## config.mk

```make
export PLATFORM = sky130hd
export DESIGN_NAME = afd_core
export DESIGN_NICKNAME = d
export VERILOG_FILES = /design/src/hdl/afd_pkg.sv /design/src/hdl/afd_core.sv
export SDC_FILE = /design/constraint.sdc
export NUM_CORES = 1
export LEC_CHECK = 0
export BUFFER_PORTS_ARGS = -buffer_cell sky130_fd_sc_hd__buf_4
export CAP_MARGIN = 10
export CORE_MARGIN = 4
export CORE_UTILIZATION = 57
export CTS_CLUSTER_SIZE = 24
export DETAILED_ROUTE_END_ITERATION = 12
export MAX_ROUTING_LAYER = met4
export PLACE_DENSITY = 0.86
export SYNTH_ARGS = -nofsm -noshare
export SYNTH_HDL_FRONTEND = slang
export SYNTH_SLANG_ARGS = --single-unit
```

## constraint.sdc

```tcl
create_clock -name ref_clk_i -period 3.45 [get_ports ref_clk_i]
set_input_delay 0.345 -clock ref_clk_i [delete_from_list [all_inputs] [get_ports ref_clk_i]]
set_output_delay 0.345 -clock ref_clk_i [all_outputs]
set_load 0.005 [all_outputs]
```

## src/hdl/afd_pkg.sv

```systemverilog
// Package for the firmware download command block: task-file offsets, opcodes,
// bit positions, checksum constants and the carrier structs.
// Assumes a single 200 MHz clock domain and an 8-bit task-file register port.
package afd_pkg;

	// Task-file register offsets on the plain register port
	localparam logic [3:0] OFS_PARAM_ERR  = 4'h1; // cmd_parameter (W) / error_flags (R)
	localparam logic [3:0] OFS_SC_LOW     = 4'h2;
	localparam logic [3:0] OFS_SC_HIGH    = 4'h3;
	localparam logic [3:0] OFS_OFF_LOW    = 4'h4;
	localparam logic [3:0] OFS_OFF_HIGH   = 4'h5;
	localparam logic [3:0] OFS_DRIVE_SEL  = 4'h6;
	localparam logic [3:0] OFS_OPC_STAT   = 4'h7; // opcode (W) / drive_status (R)

	// Opcodes and download subcommands
	localparam logic [7:0] OPC_FW_DOWNLOAD = 8'h92;
	localparam logic [7:0] OPC_DIAGNOSTIC  = 8'h90;
	localparam logic [7:0] SUB_SEGMENTED   = 8'h03;
	localparam logic [7:0] SUB_SINGLE      = 8'h07;

	// Error and status bit positions
	localparam int ERR_UNC_BIT = 6;
	localparam int ERR_ABT_BIT = 2;
	localparam int ST_BSY_BIT  = 7;
	localparam int ST_RDY_BIT  = 6;
	localparam int ST_DSC_BIT  = 4;
	localparam int ST_DRQ_BIT  = 3;
	localparam int ST_ERR_BIT  = 0;

	// Reset values
	localparam logic [7:0]  TF_RESET     = 8'h00;
	localparam logic [15:0] EXPECT_RESET = 16'h0000;

	// Transfer geometry: 512-byte sectors carried as 16-bit data words
	localparam logic [24:0] WORDS_PER_SECTOR = 25'h0000100;

	// Configuration structure integrity word
	localparam logic [7:0] CFG_SIGNATURE = 8'hA5;
	localparam logic [7:0] CFG_LAST_WORD = 8'hFE; // Word 254, the last summed whole word

	// Configuration-overlay rejection reason codes
	localparam logic [7:0] DCO_FROZEN      = 8'h01;
	localparam logic [7:0] DCO_SEC_LOCKED  = 8'h02;
	localparam logic [7:0] DCO_MODIFIED    = 8'h03;
	localparam logic [7:0] DCO_DISABLE_EN  = 8'h04;
	localparam logic [7:0] DCO_MAX_LOCKED  = 8'h05;
	localparam logic [7:0] DCO_PROTECTED   = 8'h06;
	localparam logic [7:0] DCO_UNSUPPORTED = 8'h07;
	localparam logic [7:0] DCO_BAD_SUBCMD  = 8'h08;
	localparam logic [7:0] DCO_OTHER       = 8'hFF;

	// Register port request
	typedef struct packed {
		logic [3:0] addr;
		logic [7:0] wdata;
		logic       wr;
		logic       rd;
	} afd_req_s;

	// Configuration-overlay rejection report
	typedef struct packed {
		logic       valid;
		logic [7:0] word_idx;
		logic [7:0] mask_hi;
		logic [7:0] mask_lo;
		logic [7:0] reason;
	} afd_dco_s;

endpackage

```

## src/hdl/afd_core.sv

```systemverilog
// Firmware download command interpreter with task-file registers, overlay
// rejection reporting, configuration checksum and diagnostic result capture.
// Assumes the host port, data stream and firmware store are synchronous to ref_clk_i.
//
// Decided for this implementation: the strobed register port and the register addresses.
module afd_core
	import afd_pkg::*;
(
	input  wire logic        ref_clk_i,
	input  wire logic        rstn_i,
	input  wire afd_req_s    req_i,
	output logic [7:0]       rdata_o,
	input  wire logic        srst_i,
	input  wire logic        sec_locked_i,
	input  wire logic        spinup_dis_i,
	input  wire logic        dat_valid_i,
	input  wire logic [15:0] dat_i,
	output logic             dat_ready_o,
	output logic             fw_wr_o,
	output logic [24:0]      fw_addr_o,
	output logic [15:0]      fw_data_o,
	input  wire logic        fw_last_i,
	output logic             fw_save_o,
	output logic             fw_discard_o,
	input  wire logic        fw_done_i,
	input  wire logic        fw_reload_req_i,
	input  wire logic        fw_reload_fail_i,
	output logic             spin_down_o,
	output logic             diag_start_o,
	input  wire logic        diag_done_i,
	input  wire logic [7:0]  diag_code_i,
	output logic             ext_cmd_o,
	output logic [7:0]       ext_opcode_o,
	input  wire afd_dco_s    dco_i,
	input  wire logic        cfg_valid_i,
	input  wire logic [15:0] cfg_word_i,
	output logic             integ_valid_o,
	output logic [15:0]      integ_word_o
);

	typedef enum logic [1:0] {ST_IDLE, ST_XFER, ST_SAVE, ST_DIAG} afd_state_e;

	// Register address decode, shared by reads and writes
	function automatic logic hit(input logic [3:0] a, input logic [3:0] ofs);
		return a == ofs;
	endfunction

	afd_state_e  state_q, state_d;
	logic [7:0]  param_q, sc_lo_q, sc_hi_q, off_lo_q, off_hi_q, dsel_q, err_q, rdata_q;
	logic        errst_q, seg_mode_q, ready_q, wr_q, save_q, disc_q, spin_q;
	logic        diag_q, ext_q, iv_q;
	logic [7:0]  ext_opc_q, sum_q, widx_q;
	logic [15:0] expect_q, fw_data_q, integ_q, cur_len_q;
	logic [24:0] waddr_q, wleft_q;

	// Command decode on an opcode write while not busy
	// An opcode written while busy is dropped without an error, since the host polls BSY first
	wire         cmd_wr      = req_i.wr && hit(req_i.addr, OFS_OPC_STAT) && state_q == ST_IDLE;
	wire         is_dl       = cmd_wr && req_i.wdata == OPC_FW_DOWNLOAD;
	wire         is_diag     = cmd_wr && req_i.wdata == OPC_DIAGNOSTIC;
	wire         is_other    = cmd_wr && !is_dl && !is_diag;
	wire         sub_seg     = param_q == SUB_SEGMENTED;
	wire         sub_ok      = sub_seg || param_q == SUB_SINGLE;
	wire [15:0]  len_w       = {sc_hi_q, sc_lo_q};
	wire [15:0]  off_w       = {off_hi_q, off_lo_q};
	wire         dl_bad_sub  = is_dl && (!sub_ok || sec_locked_i);
	wire         dl_bad_seq  = is_dl && !dl_bad_sub && sub_seg && off_w != expect_q;
	wire         dl_good     = is_dl && !dl_bad_sub && !dl_bad_seq;
	wire         dl_start    = dl_good && len_w != 16'h0000;
	wire         partial     = expect_q != EXPECT_RESET;
	wire         word_take   = state_q == ST_XFER && ready_q && dat_valid_i;
	wire         last_word   = word_take && wleft_q == 25'h0000001;
	wire         final_seg   = !seg_mode_q || fw_last_i;
	wire         save_end    = state_q == ST_SAVE && fw_done_i;
	wire         reload_bad  = save_end && fw_reload_req_i && fw_reload_fail_i;
	wire         reload_ok   = save_end && fw_reload_req_i && !fw_reload_fail_i;
	wire         diag_end    = state_q == ST_DIAG && diag_done_i;
	wire         discard_now = (srst_i && (partial || state_q == ST_XFER))
	                         || (is_other && partial)
	                         || dl_bad_seq
	                         || (dl_good && !sub_seg && partial);
	wire [7:0]   sum_w       = 8'(sum_q + cfg_word_i[7:0] + cfg_word_i[15:8]);
	wire [7:0]   chk_w       = 8'(8'h00 - 8'(sum_w + CFG_SIGNATURE));

	// Next state; a software reset overrides any command in progress
	always_comb begin
		state_d = state_q;
		case (state_q)
			ST_IDLE: begin
				if (dl_start)
					state_d = ST_XFER;
				else if (is_diag)
					state_d = ST_DIAG;
			end
			ST_XFER: begin
				if (last_word)
					state_d = final_seg ? ST_SAVE : ST_IDLE;
			end
			ST_SAVE: begin
				if (fw_done_i)
					state_d = ST_IDLE;
			end
			ST_DIAG: begin
				if (diag_done_i)
					state_d = ST_IDLE;
			end
			default: state_d = ST_IDLE;
		endcase
		if (srst_i)
			state_d = ST_IDLE;
	end

	always_ff @(posedge ref_clk_i or negedge rstn_i) begin
		if (!rstn_i)
			state_q <= ST_IDLE;
		else
			state_q <= state_d;
	end

	// Host-writable task-file registers; a rejection report overrides a host write
	always_ff @(posedge ref_clk_i or negedge rstn_i) begin
		if (!rstn_i) begin
			param_q  <= TF_RESET;
			sc_lo_q  <= TF_RESET;
			sc_hi_q  <= TF_RESET;
			off_lo_q <= TF_RESET;
			off_hi_q <= TF_RESET;
			dsel_q   <= TF_RESET;
		end else if (dco_i.valid) begin
			sc_lo_q  <= dco_i.reason;
			sc_hi_q  <= dco_i.mask_lo;
			off_lo_q <= dco_i.mask_hi;
			off_hi_q <= dco_i.word_idx;
		end else if (req_i.wr) begin
			if (hit(req_i.addr, OFS_PARAM_ERR))
				param_q <= req_i.wdata;
			if (hit(req_i.addr, OFS_SC_LOW))
				sc_lo_q <= req_i.wdata;
			if (hit(req_i.addr, OFS_SC_HIGH))
				sc_hi_q <= req_i.wdata;
			if (hit(req_i.addr, OFS_OFF_LOW))
				off_lo_q <= req_i.wdata;
			if (hit(req_i.addr, OFS_OFF_HIGH))
				off_hi_q <= req_i.wdata;
			if (hit(req_i.addr, OFS_DRIVE_SEL))
				dsel_q <= req_i.wdata;
		end
	end

	// Error register and status error bit; each new command clears old errors first
	always_ff @(posedge ref_clk_i or negedge rstn_i) begin
		if (!rstn_i) begin
			err_q   <= TF_RESET;
			errst_q <= 1'b0;
		end else if (srst_i) begin
			err_q   <= TF_RESET;
			errst_q <= 1'b0;
		end else if (dl_bad_sub || dl_bad_seq || dco_i.valid) begin
			err_q   <= 8'h01 << ERR_ABT_BIT;
			errst_q <= 1'b1;
		end else if (reload_bad) begin
			err_q   <= 8'h01 << ERR_UNC_BIT;
			errst_q <= 1'b1;
		end else if (diag_end) begin
			err_q   <= diag_code_i;
			errst_q <= 1'b0;
		end else if (cmd_wr) begin
			err_q   <= TF_RESET;
			errst_q <= 1'b0;
		end
	end

	// Segment sequence tracking; cleared whenever partial microcode is abandoned
	// A bad subcommand abort leaves the sequence alone, so a corrected retry can continue
	always_ff @(posedge ref_clk_i or negedge rstn_i) begin
		if (!rstn_i) begin
			expect_q   <= EXPECT_RESET;
			seg_mode_q <= 1'b0;
			cur_len_q  <= 16'h0000;
		end else if (discard_now || save_end) begin
			expect_q   <= EXPECT_RESET;
			seg_mode_q <= 1'b0;
		end else if (dl_start) begin
			seg_mode_q <= sub_seg;
			cur_len_q  <= len_w;
		end else if (last_word && seg_mode_q && !fw_last_i) begin
			expect_q   <= 16'(expect_q + cur_len_q);
		end
	end

	// Word transfer into the firmware store; ready drops with the last word
	// The address runs one word ahead of the data, so the store uses fw_addr_o minus one
	always_ff @(posedge ref_clk_i or negedge rstn_i) begin
		if (!rstn_i) begin
			ready_q   <= 1'b0;
			wr_q      <= 1'b0;
			waddr_q   <= 25'h0000000;
			wleft_q   <= 25'h0000000;
			fw_data_q <= 16'h0000;
		end else begin
			ready_q <= state_d == ST_XFER;
			wr_q    <= word_take && !srst_i;
			if (dl_start) begin
				waddr_q <= 25'(sub_seg ? off_w : 16'h0000) * WORDS_PER_SECTOR;
				wleft_q <= 25'(len_w) * WORDS_PER_SECTOR;
			end else if (word_take) begin
				waddr_q   <= 25'(waddr_q + 25'h0000001);
				wleft_q   <= 25'(wleft_q - 25'h0000001);
				fw_data_q <= dat_i;
			end
			if (dl_start || word_take)
				fw_data_q <= dat_i;
		end
	end

	// One-cycle command pulses toward the firmware store, spindle and diagnostics
	// A software reset in the same cycle swallows every pulse except the discard
	always_ff @(posedge ref_clk_i or negedge rstn_i) begin
		if (!rstn_i) begin
			save_q    <= 1'b0;
			disc_q    <= 1'b0;
			spin_q    <= 1'b0;
			diag_q    <= 1'b0;
			ext_q     <= 1'b0;
			ext_opc_q <= TF_RESET;
		end else begin
			save_q <= last_word && final_seg && !srst_i;
			disc_q <= discard_now;
			spin_q <= reload_ok && spinup_dis_i && !srst_i;
			diag_q <= is_diag && !srst_i;
			ext_q  <= is_other && !srst_i;
			if (is_other)
				ext_opc_q <= req_i.wdata;
		end
	end

	// Integrity word of the configuration structure, one byte sum per word
	// The word counter only rewinds after word 254 or on reset: feed whole structures
	always_ff @(posedge ref_clk_i or negedge rstn_i) begin
		if (!rstn_i) begin
			sum_q   <= 8'h00;
			widx_q  <= 8'h00;
			iv_q    <= 1'b0;
			integ_q <= 16'h0000;
		end else begin
			iv_q <= cfg_valid_i && widx_q == CFG_LAST_WORD;
			if (cfg_valid_i) begin
				if (widx_q == CFG_LAST_WORD) begin
					integ_q <= {chk_w, CFG_SIGNATURE};
					sum_q   <= 8'h00;
					widx_q  <= 8'h00;
				end else begin
					sum_q  <= sum_w;
					widx_q <= 8'(widx_q + 8'h01);
				end
			end
		end
	end

	// Read data stands only in the cycle after the read strobe
	wire [7:0] status_w = (8'(state_q != ST_IDLE) << ST_BSY_BIT)
	                    | (8'h01 << ST_RDY_BIT) | (8'h01 << ST_DSC_BIT)
	                    | (8'(state_q == ST_XFER) << ST_DRQ_BIT)
	                    | (8'(errst_q) << ST_ERR_BIT);
	wire [7:0] rmux_w = hit(req_i.addr, OFS_PARAM_ERR) ? err_q
	                  : hit(req_i.addr, OFS_SC_LOW)    ? sc_lo_q
	                  : hit(req_i.addr, OFS_SC_HIGH)   ? sc_hi_q
	                  : hit(req_i.addr, OFS_OFF_LOW)   ? off_lo_q
	                  : hit(req_i.addr, OFS_OFF_HIGH)  ? off_hi_q
	                  : hit(req_i.addr, OFS_DRIVE_SEL) ? dsel_q
	                  : hit(req_i.addr, OFS_OPC_STAT)  ? status_w
	                  : 8'h00;

	always_ff @(posedge ref_clk_i or negedge rstn_i) begin
		if (!rstn_i)
			rdata_q <= 8'h00;
		else
			rdata_q <= req_i.rd ? rmux_w : 8'h00;
	end

	// Every output is a flop, so nothing combinational reaches the pins
	assign rdata_o       = rdata_q;
	assign dat_ready_o   = ready_q;
	assign fw_wr_o       = wr_q;
	assign fw_addr_o     = waddr_q;
	assign fw_data_o     = fw_data_q;
	assign fw_save_o     = save_q;
	assign fw_discard_o  = disc_q;
	assign spin_down_o   = spin_q;
	assign diag_start_o  = diag_q;
	assign ext_cmd_o     = ext_q;
	assign ext_opcode_o  = ext_opc_q;
	assign integ_valid_o = iv_q;
	assign integ_word_o  = integ_q;
endmodule // afd_core

```

# After elaboration in Yosys (flattened, before gate mapping)
# Cells that the tools add are included.
[op_classes] n_reduce_logical=79 n_mux=53 addsub=8 n_eq_ne=20 bitwise=4
[ops] operator="$mux W8" count=27
[ops] operator="$mux W16" count=7
[ops] operator="$mux W25" count=4
[ops] operator="$logic_and A1 B1 Y1" count=34
[ops] operator="$reduce_bool A16 Y1" count=2
[ops] operator="$add A25 B1 Y25 const B" count=1
[ops] operator="$eq A25 B1 Y1 const B" count=1
[ops] operator="$sub A25 B1 Y25 const B" count=1
[ops] operator="$eq A8 B8 Y1 const B" count=3
[ops] operator="$reduce_bool A2 Y1" count=10
[ops] operator="$add A16 B16 Y16" count=1
[ops] operator="$add A8 B8 Y8" count=2
[ops] operator="$eq A4 B3 Y1 const B" count=4
[ops] operator="$ne A16 B16 Y1" count=1
[ops] operator="$reduce_and A2 Y1" count=8
[ops] operator="$mux W2" count=7
[ops] operator="$logic_or A1 B1 Y1" count=11
[ops] operator="$logic_not A1 Y1" count=10
[ops] operator="$add A8 B1 Y8 const B" count=1
[ops] operator="$add A8 B8 Y8 const B" count=1
[ops] operator="$eq A4 B2 Y1 const B" count=2
[ops] operator="$eq A8 B2 Y1 const B" count=1
[ops] operator="$eq A8 B3 Y1 const B" count=1
[ops] operator="$or A8 B1 Y8" count=1
[ops] operator="other kinds (12)" count=23
[word_totals] out_inout_bits=81 regBits=210 in_bits=99 elab_cells=192

# Logic depth before layout (Yosys ltp)
[depth] word_depth=17 depth_mapped=12 mapped_depth_nobuf=12

# Worst setup path after synthesis
# No wires, ideal clock.
[synth_path] path_kind="flip-flop to flip-flop" start="register off_lo_q[2]" end="register cur_len_q[10]" synth_period_minus_slack_ns=2.859 required_time_ns=3.325 path_slack_ns=0.591 t_arrival_ns=2.733 path_buffers=2 setup_ns=0.125 stages_incl_launch_ff=10 cell_sequence="dfrtp_1 xor2_1 nor4_2 nand4_2 mux2_4 a211o_1 or4_1 buf_6 buf_12 mux2_4"
[synth_via] elab_chain_len=10 elab_cells_between_ends=12 classes_between="eq/ne (1); bitwise (1); reduce/logical (10)"
[synth_lines] item="start, declared" line="afd_core.sv:49" source="logic [7:0] param_q, sc_lo_q, sc_hi_q, off_lo_q, off_hi_q, dsel_q, err_q, rdata_q;"
[synth_lines] item="start signal, assigned" line="afd_core.sv:132" source="off_lo_q <= dco_i.mask_hi;"
[synth_lines] item="start signal, assigned" line="afd_core.sv:142" source="off_lo_q <= req_i.wdata;"
[synth_lines] item="$ne A16 B16 Y1 *" line="afd_core.sv:67" source="wire dl_bad_seq = is_dl && !dl_bad_sub && sub_seg && off_w != expect_q;"
[synth_lines] item="$logic_and A1 B1 Y1 *" line="afd_core.sv:67"
[synth_lines] item="$logic_not A1 Y1" line="afd_core.sv:68" source="wire dl_good = is_dl && !dl_bad_sub && !dl_bad_seq;"
[synth_lines] item="$logic_and A1 B1 Y1" line="afd_core.sv:68"
[synth_lines] item="$logic_and A1 B1 Y1 (2 in series)" line="afd_core.sv:81" source="|| (dl_good && !sub_seg && partial);"
[synth_lines] item="$logic_or A1 B1 Y1" line="afd_core.sv:81"
[synth_lines] item="$logic_or A1 B1 Y1" line="afd_core.sv:180" source="end else if (discard_now || save_end) begin"
[synth_lines] item="$not A1 Y1 (no source line)"
[synth_lines] item="$reduce_and A2 Y1 (no source line) *"
[synth_lines] item="end signal, assigned" line="afd_core.sv:185" source="cur_len_q <= len_w;"
[synth_lines] item="end, declared" line="afd_core.sv:53" source="logic [15:0] expect_q, fw_data_q, integ_q, cur_len_q;"
# Every way passes the cells marked *; elsewhere a longest branch is shown, timed or not.
# A chain may end at the register's enable or synchronous reset.

# Worst setup path after layout
[layout_path] start="register state_q[0]" end="register waddr_q[9], in the netlist fw_addr_o[9]"
[layout_via] elab_chain_len=12 elab_cells_between_ends=16 classes_between="eq/ne (1); mux (1); reduce/logical (14)"
[layout_lines] item="start, declared" line="afd_core.sv:48" source="afd_state_e state_q, state_d;"
[layout_lines] item="start signal, assigned" line="afd_core.sv:117" source="state_q <= state_d;"
[layout_lines] item="$logic_not A2 Y1" line="afd_core.sv:58" source="wire cmd_wr = req_i.wr && hit(req_i.addr, OFS_OPC_STAT) && state_q == ST_IDLE;"
[layout_lines] item="$logic_and A1 B1 Y1" line="afd_core.sv:58"
[layout_lines] item="$logic_and A1 B1 Y1" line="afd_core.sv:59" source="wire is_dl = cmd_wr && req_i.wdata == OPC_FW_DOWNLOAD;"
[layout_lines] item="$logic_and A1 B1 Y1" line="afd_core.sv:66" source="wire dl_bad_sub = is_dl && (!sub_ok || sec_locked_i);"
[layout_lines] item="$logic_not A1 Y1" line="afd_core.sv:67, afd_core.sv:68"
[layout_lines] item="$logic_and A1 B1 Y1" line="afd_core.sv:67, afd_core.sv:68"
[layout_lines] item="$logic_and A1 B1 Y1 (2 in series)" line="afd_core.sv:67"
[layout_lines] item="$logic_not A1 Y1" line="afd_core.sv:68"
[layout_lines] item="$logic_and A1 B1 Y1" line="afd_core.sv:68"
[layout_lines] item="$logic_and A1 B1 Y1" line="afd_core.sv:69" source="wire dl_start = dl_good && len_w != 16'h0000;"
[layout_lines] item="$mux W25 / $reduce_bool A2 Y1 (equally long branches)"
[layout_lines] item="end signal, assigned" line="afd_core.sv:204" source="waddr_q <= 25'(sub_seg ? off_w : 16'h0000) * WORDS_PER_SECTOR;"
[layout_lines] item="end signal, assigned" line="afd_core.sv:207" source="waddr_q <= 25'(waddr_q + 25'h0000001);"
[layout_lines] item="end, declared" line="afd_core.sv:54" source="logic [24:0] waddr_q, wleft_q;"
# Several ways; a longest one is shown, not always the timed one.

==> run_results.csv <==
group,metric,value,unit
cts,cts_root_buf,"clkbuf_16",
yosys,synth_cells,1142,
yosys,ys_warn_count,0,
die,core,19400,um2
timing,hold_violations,0,
die,fp.dieH,148,um
power_and_ir_drop,powerDensity,494,nW/um2
cts,cts_buffers,23,
yosys,synth_ff_type,"dfrtp_1",
setup_path,crit_slowest_cell,"or4_1",
power_and_ir_drop,combinationalPowerShare,20.2,%
die,die-area,22000,um2
drt,drt_iter0_markers,931,
outcome,status,"complete, no violations",
die,start_util,57.8,%
placed_design,dp_hpwl,23.7,mm
drt,drc,0,
yosys,synth-seq-cells,207,
power_and_ir_drop,vdd_drop_max,0.494,mV
timing,tns,0,ps
yosys,ys_types,73,
job,maxCapViolations,0,
drt,routed_wl,32.7,mm
yosys,async_flop_share,100,%
drt,ant_nets,0,
placed_design,gp_congestion,0.998,
min_path,hp-class,"in2reg",
timing,rsz0062_at_grt,"no",
drt,routed.top_layer,"met4",
power_and_ir_drop,swShare,29.4,%
power_and_ir_drop,seq_power_share,41.6,%
global_route,grt_pass1_wl,51.6,mm
global_route,grt_max_degree,77,
power_and_ir_drop,p_leak,6.71,nW
timing,period_minus_slack,3210,ps
cts,htree_levels,1,
setup_path,end_kind,"flip-flop",
power_and_ir_drop,p_int,0.00473,W
cts,clkTransAtPathRegs,60,ps
cts,cts_num_sinks,207,
placed_design,port_buffers,175,
timing,relSlewSlack,26.4,%
die,ios,180,
final_layout,fin_nets,1443,
cts,cts_tree,"built",
timing,fin_skew,9.11,ps
drt,drt-wirelength-per-cell,20.6,um
global_route,antenna_found_initial,1,
final_layout,drive_gt1_share,22.7,%
drt,drt-pass1-iter-count,7,
setup_path,critPathMaxFanout,31,
timing,setup_violations,0,
drt,drt-met1-wl,13.4,mm
cts,clock_latency,510,ps
cts,clockBufferDepth,3,
yosys,netlist_area,11200,um2
setup_path,crit_arrival,3650,ps
drt,vias,9844,
yosys,yosysSeqAreaShare,46.2,%
power_and_ir_drop,switchingPower,0.00197,W
setup_path,critPathMaxStageDelay,690,ps
final_layout,syn_to_final_growth,21.2,%
setup_path,crit_path_cell_trace,"nor4bb_1 > nand4b_1 > or4_1 > a21o_1 > nand2_1 > buf_4 > o21ai_0 > a21oi_1",
timing,finalCritPeriodShare,93.0,%
die,num_rows,51,
setup_path,startpoint_type,"flip-flop",
drt,vias_per_cell,6.19,
yosys,synth_edf_count,0,
final_layout,final_core_util,70.0,%
setup_path,worstPathRequired,3890,ps
drt,wl_met2,15.2,mm
drt,met3_length,3.01,mm
timing,maxClockFrequency,312,MHz
global_route,grt_usage,30.1,%
timing,slew_viol_final,0,
die,dieWidth,148,um
cts,cts_resized,0,
power_and_ir_drop,clock_power_share,38.2,%
yosys,syn_area_per_cell,9.82,um2
timing,worst_slew_pin_slew,1090,ps
global_route,grt_pass1_vias,9563,
setup_path,path_class,"reg2reg",
global_route,overflow,0,
timing repair:
action,in CTS,in global routing
hold endpoints to repair,73,0
buffers inserted,0,0
hold buffers,1,0
critical path: cells and delay by family (launching register included):
family	cells	cell delay, ps
compound gates	3	690
buf+inv	1	330
simple gates	4	1610
flops	1	500
state kept, by name, summed over array words and instances, names as in the netlist, 2 cells and up:
name	flops
param_q	8
ext_opcode_o	8
expect_q	16
fw_data_o	16
dsel_q	8
widx_q	8
sc_lo_q	8
cur_len_q	16
off_hi_q	8
fw_addr_o	25
sum_q	8
wleft_q	25
rdata_o	8
integ_word_o	9
off_lo_q	8
sc_hi_q	8
state_q	2
err_q	8
cells in the mapped netlist, types with 14 or more instances:
master,n,share of area [%]
dfrtp_1,207,46
nand2_1,172,5.8
a21oi_1,77,3.4
o21ai_0,74,3.3
nor2_1,68,2.3
clkbuf_1,43,1.4
mux2i_1,42,3.8
mux2_2,36,3.6
xor2_1,31,2.4
inv_1,30,1.0
ha_1,27,3.0
a21o_1,22,1.5
xnor2_1,21,1.6
nand3_1,19,0.85
nor3_1,19,0.85
nor4_1,15,0.84
o22ai_1,15,0.84
and3_1,14,0.78
kinds of logic (layout without fill, tap and decap cells):
family / count (synthesis) / count (layout) / share of synthesized area, %
fa+ha+maj: 36 / 36 / 4.62
other cells: 1 / 5 / 0.0335
flops: 207 / 207 / 46.2
xor+xnor: 52 / 52 / 4.06
buf+inv: 90 / 269 / 3.59
mux: 89 / 89 / 8.84
compound gates: 269 / 269 / 15.1
simple gates: 398 / 398 / 17.6
final cells by class:
type                       instances  area [um2]
fill                            1426        5820
multi-input combinational        848        5650
sequential                       207        5180
timing repair buffer             198        1520
clock buffer                      25         603
tap                              265         332
clock inverter                    16         185
inverter                          30         113
antenna                            1        2.50
routing by layer:
metal  vias up  global-route usage [%]
li1       4425                       -
met1      4786                    40.9
met2       524                    46.7
met3       109                    5.00
met4         0                    10.1
met5         -                       -
per-stage QoR:
step / std cells / hold slack [ps] / total power, W / instance area, um2 / setup WS, ps
6_report: 1590 / 34.4 / 0.00671 / 13600 / 240
3_5_place_dp: 1547 / 405 / 0.00416 / 12800 / 243
3_3_place_gp: 1547 / 408 / 0.00409 / 12800 / 352
2_1_floorplan: 1145 / 49.4 / 0.00367 / 11200 / 591
4_1_cts: 1589 / 25.4 / 0.00672 / 13600 / 322
5_1_grt: 1590 / 31.9 / 0.00701 / 13600 / 130
worst paths after layout:
check                      depth (start not counted)  slack [ps]                      from                       end
setup / recovery                                   8         240      state_q[0]$_DFF_PN0_  fw_addr_o[9]$_DFFE_PN0P_
hold / removal                                     3          30                  dat_i[7]  fw_data_o[7]$_DFFE_PN0P_
setup reg to reg                                   8         240      state_q[0]$_DFF_PN0_  fw_addr_o[9]$_DFFE_PN0P_
hold reg to reg                                    2         470  fw_data_o[7]$_DFFE_PN0P_  fw_data_o[7]$_DFFE_PN0P_
max in group asynchronous                          3        2140                    rstn_i   wleft_q[14]$_DFFE_PN0P_
min in group asynchronous                          2         410                    rstn_i    wleft_q[5]$_DFFE_PN0P_
power by group through the flow:
stage                     sequential (W)  clock, W  combinational, W
after global routing             0.00280   0.00269           0.00151
after CTS                        0.00278   0.00258           0.00136
final                            0.00279   0.00256           0.00136
after floorplan                  0.00275         0          0.000916
after detailed placement         0.00282         0           0.00134
after global placement           0.00281         0           0.00128
placed cells by master (no fill, tap or decap), types with 4 or more instances in the layout:
cell type,instances
a41oi_1,5
a31oi_1,8
and3_1,14
xor2_1,31
clkinv_2,4
a311oi_1,4
o21a_1,4
mux2_4,11
and2_1,9
nand2_1,172
ha_1,27
nand2b_1,9
a21o_1,22
nor4_1,15
a22oi_1,7
inv_1,30
a211oi_1,10
a21oi_1,77
or3_1,6
fa_1,9
a22o_1,9
nor2_1,68
xnor2_1,21
nor2b_1,8
a221oi_1,4
mux2i_1,42
nor3_1,19
nand3_1,19
or4_1,8
clkbuf_16,23
o21ai_0,74
dfrtp_1,207
nand4_1,13
nor3b_1,8
mux2_2,36
o22ai_1,15
conb_1,4
nor4_2,6
buf_4,194
(Power assumes the default switching activity.)
